<file path="src/include/pew_pkg.sv">
// Constants for the host-side parallel EEPROM write controller.
// Assumes a 100 MHz system clock and a byte-wide asynchronous EEPROM on the pins.
// Operation
// - Write starts on strobe low pulse with select low and gate high.
// - Host sends each next page byte within 150 us of the previous.
// - Host keeps page select bits constant across a page load; the controller sends each request's address unchecked.
// - Three command writes enable protection after one write cycle time.
// - Protected writes are preceded by the same three-write sequence.
// - Command bytes follow page timing and are not stored.
// - High voltage on address bit nine reaches the 64-byte ID area.
package pew_pkg;
  localparam int CLK_MHZ = 100;
  localparam int ADDR_W = 15;
  localparam int DATA_W = 8;
  localparam int BYTE_IN_PAGE_W = 6;
  localparam int POLL_STATUS_BIT = 7;
  localparam int TOGGLE_STATUS_BIT = 6;
  // Strobe low and pulse high widths, ns
  localparam int STROBE_LOW_NS = 100;
  localparam int STROBE_HIGH_NS = 50;
  localparam int STROBE_LOW_CYC = (STROBE_LOW_NS * CLK_MHZ + 999) / 1000;
  localparam int STROBE_HIGH_CYC = (STROBE_HIGH_NS * CLK_MHZ + 999) / 1000;
  // Read access time, ns
  localparam int READ_ACC_NS = 120;
  localparam int READ_ACC_CYC = (READ_ACC_NS * CLK_MHZ + 999) / 1000;
  // Byte load interval, us (longest, no rounding)
  localparam int BYTE_LOAD_US = 150;
  localparam int BYTE_LOAD_CYC = BYTE_LOAD_US * CLK_MHZ;
  // Write cycle time, ms
  localparam int WRITE_CYCLE_MS = 10;
  localparam int WRITE_CYCLE_CYC = WRITE_CYCLE_MS * 1000 * CLK_MHZ;
  // Power-on delay, ms
  localparam int POWER_ON_MS = 5;
  localparam int POWER_ON_CYC = POWER_ON_MS * 1000 * CLK_MHZ;
  // Protection command sequence defaults (arbitrary)
  localparam logic [14:0] CMD_ADDR0 = 15'h0aaa;
  localparam logic [14:0] CMD_ADDR1 = 15'h0555;
  localparam logic [7:0] CMD_DATA0 = 8'h5a;
  localparam logic [7:0] CMD_DATA1 = 8'ha5;
  localparam logic [7:0] CMD_DATA_EN = 8'h3c;
  localparam logic [7:0] CMD_DATA_DIS = 8'hc3;
  localparam logic [14:0] ID_AREA_BASE = 15'h7fc0;
  localparam int CNT_W = 32;
endpackage

</file>
<file path="src/logic/pew_host.sv">
// Host controller that runs reads, page writes, protection commands and end-of-write polling on the EEPROM pins.
// Assumes pins are registered here and the device inputs are synchronous to i_clk.
`timescale 1ns/1ps
module pew_host
  import pew_pkg::*;
#(
  parameter int POWER_ON_CYCLES = POWER_ON_CYC,
  parameter int WRITE_CYCLE_CYCLES = WRITE_CYCLE_CYC,
  parameter int BYTE_LOAD_CYCLES = BYTE_LOAD_CYC,
  parameter logic [14:0] CMD_A0 = CMD_ADDR0,
  parameter logic [14:0] CMD_A1 = CMD_ADDR1,
  parameter logic [7:0] CMD_D0 = CMD_DATA0,
  parameter logic [7:0] CMD_D1 = CMD_DATA1,
  parameter logic [7:0] CMD_DEN = CMD_DATA_EN,
  parameter logic [7:0] CMD_DDIS = CMD_DATA_DIS
) (
  input wire logic i_clk,
  input wire logic i_rst_n,
  input wire logic i_req_valid,
  input wire logic i_req_write,
  input wire logic i_req_last,
  input wire logic i_req_protected,
  input wire logic i_req_id_area,
  input wire logic [1:0] i_req_cmd,
  input wire logic [ADDR_W-1:0] i_req_addr,
  input wire logic [DATA_W-1:0] i_req_data,
  output logic o_req_ready,
  output logic o_rd_valid,
  output logic [DATA_W-1:0] o_rd_data,
  output logic o_wr_done,
  output logic o_wr_timeout,
  output logic o_power_ok,
  output logic [ADDR_W-1:0] o_mem_addr,
  output logic o_id_area_select_pin,
  output logic o_mem_chip_sel_n,
  output logic o_mem_out_gate_n,
  output logic o_mem_wr_strobe_n,
  output logic [DATA_W-1:0] o_mem_data,
  output logic o_mem_data_oe_n,
  input wire logic [DATA_W-1:0] i_mem_data
);
  typedef enum logic [3:0] {
    S_POWER, S_IDLE, S_RD_WAIT, S_WR_LOW, S_WR_HIGH, S_LOAD_GAP, S_POLL_RD, S_POLL_GAP
  } pew_state_t;

  typedef struct packed {
    pew_state_t st;
    logic [CNT_W-1:0] cnt;
    logic [CNT_W-1:0] wc_cnt;
    logic [1:0] cmd_idx;
    logic [1:0] cmd_kind;
    logic data_last;
    logic pend;
    logic pend_last;
    logic pend_id;
    logic [DATA_W-1:0] last_data;
    logic [ADDR_W-1:0] last_addr;
    logic have_prev;
    logic prev_toggle;
    logic power_ok;
    logic rd_valid;
    logic [DATA_W-1:0] rd_data;
    logic wr_done;
    logic wr_timeout;
    logic [ADDR_W-1:0] addr;
    logic id_sel;
    logic cs_n;
    logic oe_n;
    logic we_n;
    logic [DATA_W-1:0] dout;
    logic dout_oe_n;
  } pew_reg_t;

  pew_reg_t s_r;
  pew_reg_t s_nxt;
  logic byte_load_rd;

  assign byte_load_rd = (s_r.cnt >= CNT_W'(BYTE_LOAD_CYCLES - STROBE_HIGH_CYC - 2));

  // Next-state logic for pin sequencing and polling
  always_comb begin
    s_nxt = s_r;
    s_nxt.rd_valid = 1'b0;
    s_nxt.wr_done = 1'b0;
    s_nxt.wr_timeout = 1'b0;
    o_req_ready = 1'b0;
    unique case (s_r.st)
      S_POWER: begin
        s_nxt.cnt = s_r.cnt + CNT_W'(1);
        if (s_r.cnt >= CNT_W'(POWER_ON_CYCLES - 1)) begin
          s_nxt.power_ok = 1'b1;
          s_nxt.st = S_IDLE;
          s_nxt.cnt = '0;
        end
      end
      S_IDLE, S_LOAD_GAP: begin
        o_req_ready = (s_r.cmd_idx == 2'd0) || (s_r.st == S_IDLE);
        if (s_r.st == S_LOAD_GAP) begin
          s_nxt.cnt = s_r.cnt + CNT_W'(1);
        end
        if (s_r.st == S_LOAD_GAP && s_r.cmd_idx != 2'd0) begin
          // Command sequence bytes back to back
          o_req_ready = 1'b0;
          s_nxt.addr = (s_r.cmd_idx == 2'd1) ? CMD_A1 : CMD_A0;
          s_nxt.dout = (s_r.cmd_idx == 2'd1) ? CMD_D1 :
            ((s_r.cmd_kind == 2'd2) ? CMD_DDIS : CMD_DEN);
          s_nxt.cmd_idx = s_r.cmd_idx + 2'd1;
          s_nxt.data_last = (s_r.cmd_idx == 2'd2) && (s_r.cmd_kind != 2'd1);
          s_nxt.id_sel = 1'b0;
          s_nxt.st = S_WR_LOW;
          s_nxt.cnt = '0;
        end else if (s_r.st == S_LOAD_GAP && s_r.pend) begin
          // Held data byte of a protected write goes out right after its prefix
          o_req_ready = 1'b0;
          s_nxt.addr = s_r.last_addr;
          s_nxt.dout = s_r.last_data;
          s_nxt.data_last = s_r.pend_last;
          s_nxt.id_sel = s_r.pend_id;
          s_nxt.pend = 1'b0;
          s_nxt.st = S_WR_LOW;
          s_nxt.cnt = '0;
        end else if (s_r.st == S_LOAD_GAP && s_r.data_last) begin
          o_req_ready = 1'b0; // Load closed, nothing more taken
          s_nxt.st = S_POLL_GAP;
          s_nxt.wc_cnt = '0;
          s_nxt.have_prev = 1'b0;
          s_nxt.cnt = '0;
        end else if (s_r.st == S_LOAD_GAP && byte_load_rd) begin
          o_req_ready = 1'b0; // Load closed, nothing more taken
          s_nxt.wr_timeout = 1'b1;
          s_nxt.st = S_POLL_GAP;
          s_nxt.wc_cnt = '0;
          s_nxt.have_prev = 1'b0;
          s_nxt.cnt = '0;
        end else if (i_req_valid) begin
          s_nxt.addr = i_req_addr;
          s_nxt.id_sel = i_req_id_area;
          s_nxt.cnt = '0;
          s_nxt.cs_n = 1'b0;
          if (!i_req_write && s_r.st == S_IDLE) begin
            s_nxt.oe_n = 1'b0;
            s_nxt.st = S_RD_WAIT;
          end else if (i_req_write && i_req_cmd != 2'd0 && s_r.st == S_IDLE) begin
            // Protection command: enable, disable, or enable-prefixed data load
            s_nxt.cmd_kind = i_req_cmd;
            s_nxt.addr = CMD_A0;
            s_nxt.dout = CMD_D0;
            s_nxt.cmd_idx = 2'd1;
            s_nxt.data_last = 1'b0;
            s_nxt.id_sel = 1'b0;
            s_nxt.st = S_WR_LOW;
          end else if (i_req_write) begin
            s_nxt.dout = i_req_data;
            s_nxt.data_last = i_req_last;
            s_nxt.last_data = i_req_data;
            s_nxt.last_addr = i_req_addr;
            if (i_req_protected && s_r.st == S_IDLE) begin
              s_nxt.cmd_kind = 2'd1;
              s_nxt.pend = 1'b1;
              s_nxt.pend_last = i_req_last;
              s_nxt.pend_id = i_req_id_area;
              s_nxt.addr = CMD_A0;
              s_nxt.dout = CMD_D0;
              s_nxt.cmd_idx = 2'd1;
              s_nxt.data_last = 1'b0;
              s_nxt.id_sel = 1'b0;
            end
            s_nxt.st = S_WR_LOW;
          end else begin
            // Reads refused during a page load; pins and load timer left alone
            s_nxt.addr = s_r.addr;
            s_nxt.id_sel = s_r.id_sel;
            s_nxt.cnt = s_r.cnt + CNT_W'(1);
            s_nxt.cs_n = 1'b1;
            o_req_ready = 1'b0;
          end
        end
      end
      S_RD_WAIT: begin
        s_nxt.cnt = s_r.cnt + CNT_W'(1);
        if (s_r.cnt >= CNT_W'(READ_ACC_CYC - 1)) begin
          s_nxt.rd_data = i_mem_data;
          s_nxt.rd_valid = 1'b1;
          s_nxt.cs_n = 1'b1;
          s_nxt.oe_n = 1'b1;
          s_nxt.st = S_IDLE;
        end
      end
      S_WR_LOW: begin
        // Gate held high, data driven, strobe low long enough to pass the noise filter
        s_nxt.cs_n = 1'b0;
        s_nxt.oe_n = 1'b1;
        s_nxt.we_n = 1'b0;
        s_nxt.dout_oe_n = 1'b0;
        s_nxt.cnt = s_r.cnt + CNT_W'(1);
        if (s_r.cnt >= CNT_W'(STROBE_LOW_CYC)) begin
          s_nxt.we_n = 1'b1;
          s_nxt.st = S_WR_HIGH;
          s_nxt.cnt = '0;
        end
      end
      S_WR_HIGH: begin
        s_nxt.cnt = s_r.cnt + CNT_W'(1);
        if (s_r.cnt >= CNT_W'(STROBE_HIGH_CYC - 1)) begin
          s_nxt.cs_n = 1'b1;
          s_nxt.dout_oe_n = 1'b1;
          s_nxt.st = S_LOAD_GAP;
          s_nxt.cnt = '0;
          if (s_r.cmd_idx == 2'd3) begin
            s_nxt.cmd_idx = 2'd0;
            if (s_r.cmd_kind == 2'd1) begin
              // Data bytes of a protected load follow; page select held by caller
              s_nxt.data_last = 1'b0;
            end
          end
        end
      end
      S_POLL_GAP: begin
        s_nxt.wc_cnt = s_r.wc_cnt + CNT_W'(1);
        s_nxt.cnt = s_r.cnt + CNT_W'(1);
        s_nxt.addr = s_r.last_addr;
        if (s_r.wc_cnt >= CNT_W'(WRITE_CYCLE_CYCLES)) begin
          s_nxt.wr_timeout = 1'b1;
          s_nxt.wr_done = 1'b1;
          s_nxt.cmd_kind = 2'd0;
          s_nxt.st = S_IDLE;
        end else if (s_r.cnt >= CNT_W'(STROBE_HIGH_CYC)) begin
          s_nxt.cs_n = 1'b0;
          s_nxt.oe_n = 1'b0;
          s_nxt.cnt = '0;
          s_nxt.st = S_POLL_RD;
        end
      end
      S_POLL_RD: begin
        s_nxt.wc_cnt = s_r.wc_cnt + CNT_W'(1);
        s_nxt.cnt = s_r.cnt + CNT_W'(1);
        if (s_r.cnt >= CNT_W'(READ_ACC_CYC - 1)) begin
          s_nxt.cs_n = 1'b1;
          s_nxt.oe_n = 1'b1;
          s_nxt.cnt = '0;
          s_nxt.have_prev = 1'b1;
          s_nxt.prev_toggle = i_mem_data[TOGGLE_STATUS_BIT];
          s_nxt.st = S_POLL_GAP;
          // Done when polling bit true and toggle bit steady; command-only writes need only the toggle bit steady
          if ((s_r.cmd_kind == 2'd0 || s_r.cmd_kind == 2'd1) &&
              i_mem_data[POLL_STATUS_BIT] == s_r.last_data[POLL_STATUS_BIT] &&
              s_r.have_prev && i_mem_data[TOGGLE_STATUS_BIT] == s_r.prev_toggle) begin
            s_nxt.wr_done = 1'b1;
            s_nxt.cmd_kind = 2'd0;
            s_nxt.st = S_IDLE;
          end else if (s_r.cmd_kind[1] && s_r.have_prev &&
              i_mem_data[TOGGLE_STATUS_BIT] == s_r.prev_toggle) begin
            s_nxt.wr_done = 1'b1;
            s_nxt.cmd_kind = 2'd0;
            s_nxt.st = S_IDLE;
          end
        end
      end
      default: s_nxt.st = S_IDLE;
    endcase
  end

  // State register
  always_ff @(posedge i_clk or negedge i_rst_n) begin
    if (!i_rst_n) begin
      s_r <= '{st: S_POWER, cs_n: 1'b1, oe_n: 1'b1, we_n: 1'b1, dout_oe_n: 1'b1, default: '0};
    end else begin
      s_r <= s_nxt;
    end
  end

  assign o_rd_valid = s_r.rd_valid;
  assign o_rd_data = s_r.rd_data;
  assign o_wr_done = s_r.wr_done;
  assign o_wr_timeout = s_r.wr_timeout;
  assign o_power_ok = s_r.power_ok;
  assign o_mem_addr = s_r.addr;
  assign o_id_area_select_pin = s_r.id_sel;
  assign o_mem_chip_sel_n = s_r.cs_n;
  assign o_mem_out_gate_n = s_r.oe_n;
  assign o_mem_wr_strobe_n = s_r.we_n;
  assign o_mem_data = s_r.dout;
  assign o_mem_data_oe_n = s_r.dout_oe_n;
endmodule

</file>
<file path="config.mk">
export PLATFORM = sky130hd
export DESIGN_NAME = pew_host
export DESIGN_NICKNAME = d
export VERILOG_FILES = /design/src/include/pew_pkg.sv /design/src/logic/pew_host.sv
export SDC_FILE = /design/constraint.sdc
export NUM_CORES = 1
export LEC_CHECK = 0
export BUFFER_PORTS_ARGS = -buffer_cell sky130_fd_sc_hd__clkbuf_2
export CORE_MARGIN = 4
export CORE_UTILIZATION = 59
export CTS_CLUSTER_SIZE = 40
export DETAILED_ROUTE_END_ITERATION = 10
export HOLD_SLACK_MARGIN = 0.08
export PLACE_DENSITY_LB_ADDON = 0.2
export SLEW_MARGIN = 40
export SYNTH_ARGS = -nofsm -noshare
export SYNTH_HDL_FRONTEND = slang
export SYNTH_SLANG_ARGS = --single-unit
</file>
<file path="constraint.sdc">
create_clock -name i_clk -period 3.48 [get_ports i_clk]
set_input_delay 0.696 -clock i_clk [delete_from_list [all_inputs] [get_ports i_clk]]
set_output_delay 0.696 -clock i_clk [all_outputs]
set_load 0.01 [all_outputs]
</file>
==> metrics.csv <==
stage;metric;value;unit
floorplan;Die Span Y;122.2;µm
synthesis;sequential area share after synthesis;0.4558;
clock_tree;clock sink count;140;
power;static leakage;3.907;nW
detailed_routing;router iterations before antenna repair;5;
grt;vias in the first global route;6255;
clock_tree;CTS tree;yes;
detailed_routing;wire per inst;17.37;µm
layout;ratio of cells with drive above 1 in the final layout;0.1931;
synthesis;Cell variety after synth;65;
grt;initial antenna violation count;0;
synthesis;Post-synth EDFFs;0;
synthesis;Synth Area in Compound Gates;0.1505;
critical_path;crit path launch type;flop;
power;pwr/cell area;689.8;nW/µm²
clock_tree;clk buf depth;2;
critical_path;CP required;2780;ps
worst_hold_path;Hold Crit Class;in -> async;
synthesis;Adder-Cell Fraction of Synth Area;0.01625;
critical_path;RR Startpoint;s_r[105]$_DFFE_PN0P_;
synthesis;Seq cells post-synth;140;
timing;Final setup viols;0;
timing;Worst Tran Pin Value;892.4;ps
timing;ratio of final minimum period to clock period;0.9910;
synthesis;Ys Warns;0;
placed_design;IO Port Bufs;80;
timing;Hold WS;250.0;ps
clock_tree;worst skew pair latency;420;ps
layout;# fillers;1027;
critical_path;worst path arrival time;2750;ps
floorplan;FP Rows;41;
timing;final hold vios;0;
clock_tree;cts hold-fix bufs;0;
synthesis;Async SR Flop Fraction;1.000;
detailed_routing;post-route antenna net violation count;0;
timing;minimum clock period;3449;ps
clock_tree;root buf cell;clkbuf_16;
floorplan;Die Wd;122.2;µm
layout;multi-input logic area;3776;µm²
floorplan;CORE AREA;12720;µm²
synthesis;largest family of logic cells by synthesized area;simple AND/OR/NAND/NOR gates;
synthesis;Synthesized Nets;890;
layout;most frequent cells in the layout;dfrtp_1 (134), nor2_1 (116), nand2_1 (96), clkbuf_2 (78), a21oi_1 (68);
flow_run;MaxCap Viol Count;0;
layout;commonest non-fill, non-tap cell in the layout;dfrtp_1;
clock_tree;Clk pin slew, worst setup/hold paths;50;ps
critical_path;critical-path maximum fanout;6;
layout;Storage cell area;3511;µm²
floorplan;die area;14940;µm²
detailed_routing;vias post-DR;6526;
synthesis;Post-Synthesis Cells;840;
synthesis;Post-Synthesis Cell Area;7697;µm²
synthesis;simple-gate share of the synthesized area;0.2225;
grt;GR Util All Layers;0.2557;
placed_design;Final GP Congestion;0.9093;
power;peak supply drop;0.4335;mV
timing;Slew Viols, Final;0;
critical_path;cells along the critical path;inv_2, ha_1, or4b_1, a211oi_2, nor4b_4, nor4_2, o21ai_1, nor2_1, buf_2;
power;Tot Pwr;0.005978;W
grt;first-pass GRT wire length;30530;µm
timing;fmax;290.0;MHz
grt;largest net degree at the start of global routing;62;
timing;Worst slew margin;0.3967;
layout;Layout Nets;939;
critical_path;reg-to-reg slack, setup;320;ps
synthesis;post-synthesis mux area share;0.04340;
layout;area delta synth->final;12.60;%
critical_path;Critical Path End Type;primary output;
critical_path;Worst path slowest cell;or4b_1;
critical_path;Worst R2R Path Depth;11;
clock_tree;H-tree Lvls;4;
placed_design;HPWL after DPL;12790;µm
timing;Setup Skew;8.844;ps
detailed_routing;total detailed-routing wirelength;18630;µm
detailed_routing;DRT iter0 DRCs;592;
detailed_routing;residual DRC count;0;
clock_tree;CTS Buf Count;17;
critical_path;Crit Path Category;reg -> out;
critical_path;Worst Setup SP;s_r[105]$_DFFE_PN0P_;
outcome;status;finished, final reports clean;
critical_path;FF-to-FF End;s_r[66]$_DFFE_PN0P_;
floorplan;# IOs;81;
critical_path;max incr delay on CP;480;ps
synthesis;Post-Synth XOR/XNOR Area;0.05348;
critical_path;Critical path destination;o_req_ready;
grt;grt ovf;0;
synthesis;mean area per synthesized cell;9.164;µm²
floorplan;starting density of the core;0.6050;
synthesis;Most used DFF post-synth;dfrtp_1;
detailed_routing;via/cell ratio;6.082;
layout;Antenna Diode Count;0;
-- through the flow --
stage               instances  area (µm²)  TNS [ps]  setup slack [ps]    util
global route             1073        8667    -42.05            -42.05  0.6813
floorplan                 840        7697         0             621.2       -
CTS                      1069        8626         0             89.92  0.6780
global placement         1038        8053         0             566.4  0.6330
finish                   1073        8667         0             31.28  0.6813
detailed placement       1038        8059         0             399.7  0.6335
-- layer usage --
metal  vias up  track usage  wire (µm)
met1      3167       0.3501       8162
met5         -            0          0
met3        35      0.05806       1199
li1       3052            -          -
met4         0      0.08328        312
met2       272       0.4067       8959
-- cell type report --
| cell class | count | share of cell area |
|---|---|---|
| Clock buffer | 20 | 0.05154 |
| Inverter | 15 | 0.006496 |
| Timing Repair Buffer | 98 | 0.06251 |
| Tap cell | 172 | 0.02483 |
| Sequential cell | 140 | 0.4051 |
| Multi-Input combinational cell | 617 | 0.4357 |
| Clock inverter | 11 | 0.01386 |
-- power breakdown --
group          internal (W)  switching [W]  total (W)
logic              0.000780        0.00108    0.00186
clock network       0.00107       0.000683    0.00175
registers           0.00202       0.000350    0.00237
-- registers in the layout, summed over array words and instances (netlist names) --
signal / count
o_wr_timeout: 1
s_r: 100
o_rd_valid: 1
o_id_area_select_pin: 1
o_rd_data: 8
o_mem_addr: 15
o_power_ok: 1
o_mem_wr_strobe_n: 1
o_mem_data_oe_n: 1
o_mem_data: 8
o_wr_done: 1
o_mem_out_gate_n: 1
o_mem_chip_sel_n: 1
-- cell families after synthesis --
group / after synthesis
xor gates and xnor gates: 47
DFF: 140
adders and majority gates: 10
muxes: 30
and+or+nand+nor: 353
buffers and inverters: 83
AOI/OAI and AO/OA: 177
-- critical path: cells and delay by family (launching register included) --
family,cells,cell delay (ps)
AND/OR/NAND/NOR,4,1070
buffers and inverters,2,250
AO/OA/AOI/OAI,2,410
flip-flops,1,440
adder cells (fa/ha/maj),1,170
-- repair_timing --
| action | in CTS | in global routing |
|---|---|---|
| endpoints found under the setup margin | 0 | 1 |
| resized for setup | 0 | 7 |
| buffers inserted | 0 | 4 |
-- Yosys cell counts (14+ instances only) --
library cell  instances  area [µm²]
o21ai_0              26       130.1
mux2_2               27       304.0
nor2_1              116       435.4
and3_1               19       118.9
buf_4                31       232.7
dfrtp_1             136        3403
o31ai_1              16       120.1
nand2_1              96       360.4
nand4_1              17       106.4
nand3_1              26       130.1
inv_1                14       52.55
a21oi_1              68       340.3
clkbuf_1             32       120.1
xnor2_1              16       140.1
xor2_1               31       271.5
-- worst min-delay path by stage --
stage,slack (ps),to,cells after the start,startpoint
floorplan,400,o_id_area_select_pin$_DFFE_PN0P_,0,i_rst_n
global placement,460,o_power_ok$_DFFE_PN0P_,1,o_power_ok$_DFFE_PN0P_
detailed placement,460,o_power_ok$_DFFE_PN0P_,1,o_power_ok$_DFFE_PN0P_
CTS,270,s_r[94]$_DFFE_PN0P_,1,i_rst_n
global route,290,s_r[108]$_DFFE_PN0P_,1,i_rst_n
finish,250,s_r[79]$_DFFE_PN0P_,1,i_rst_n
Power figures use the tool's default switching activity.
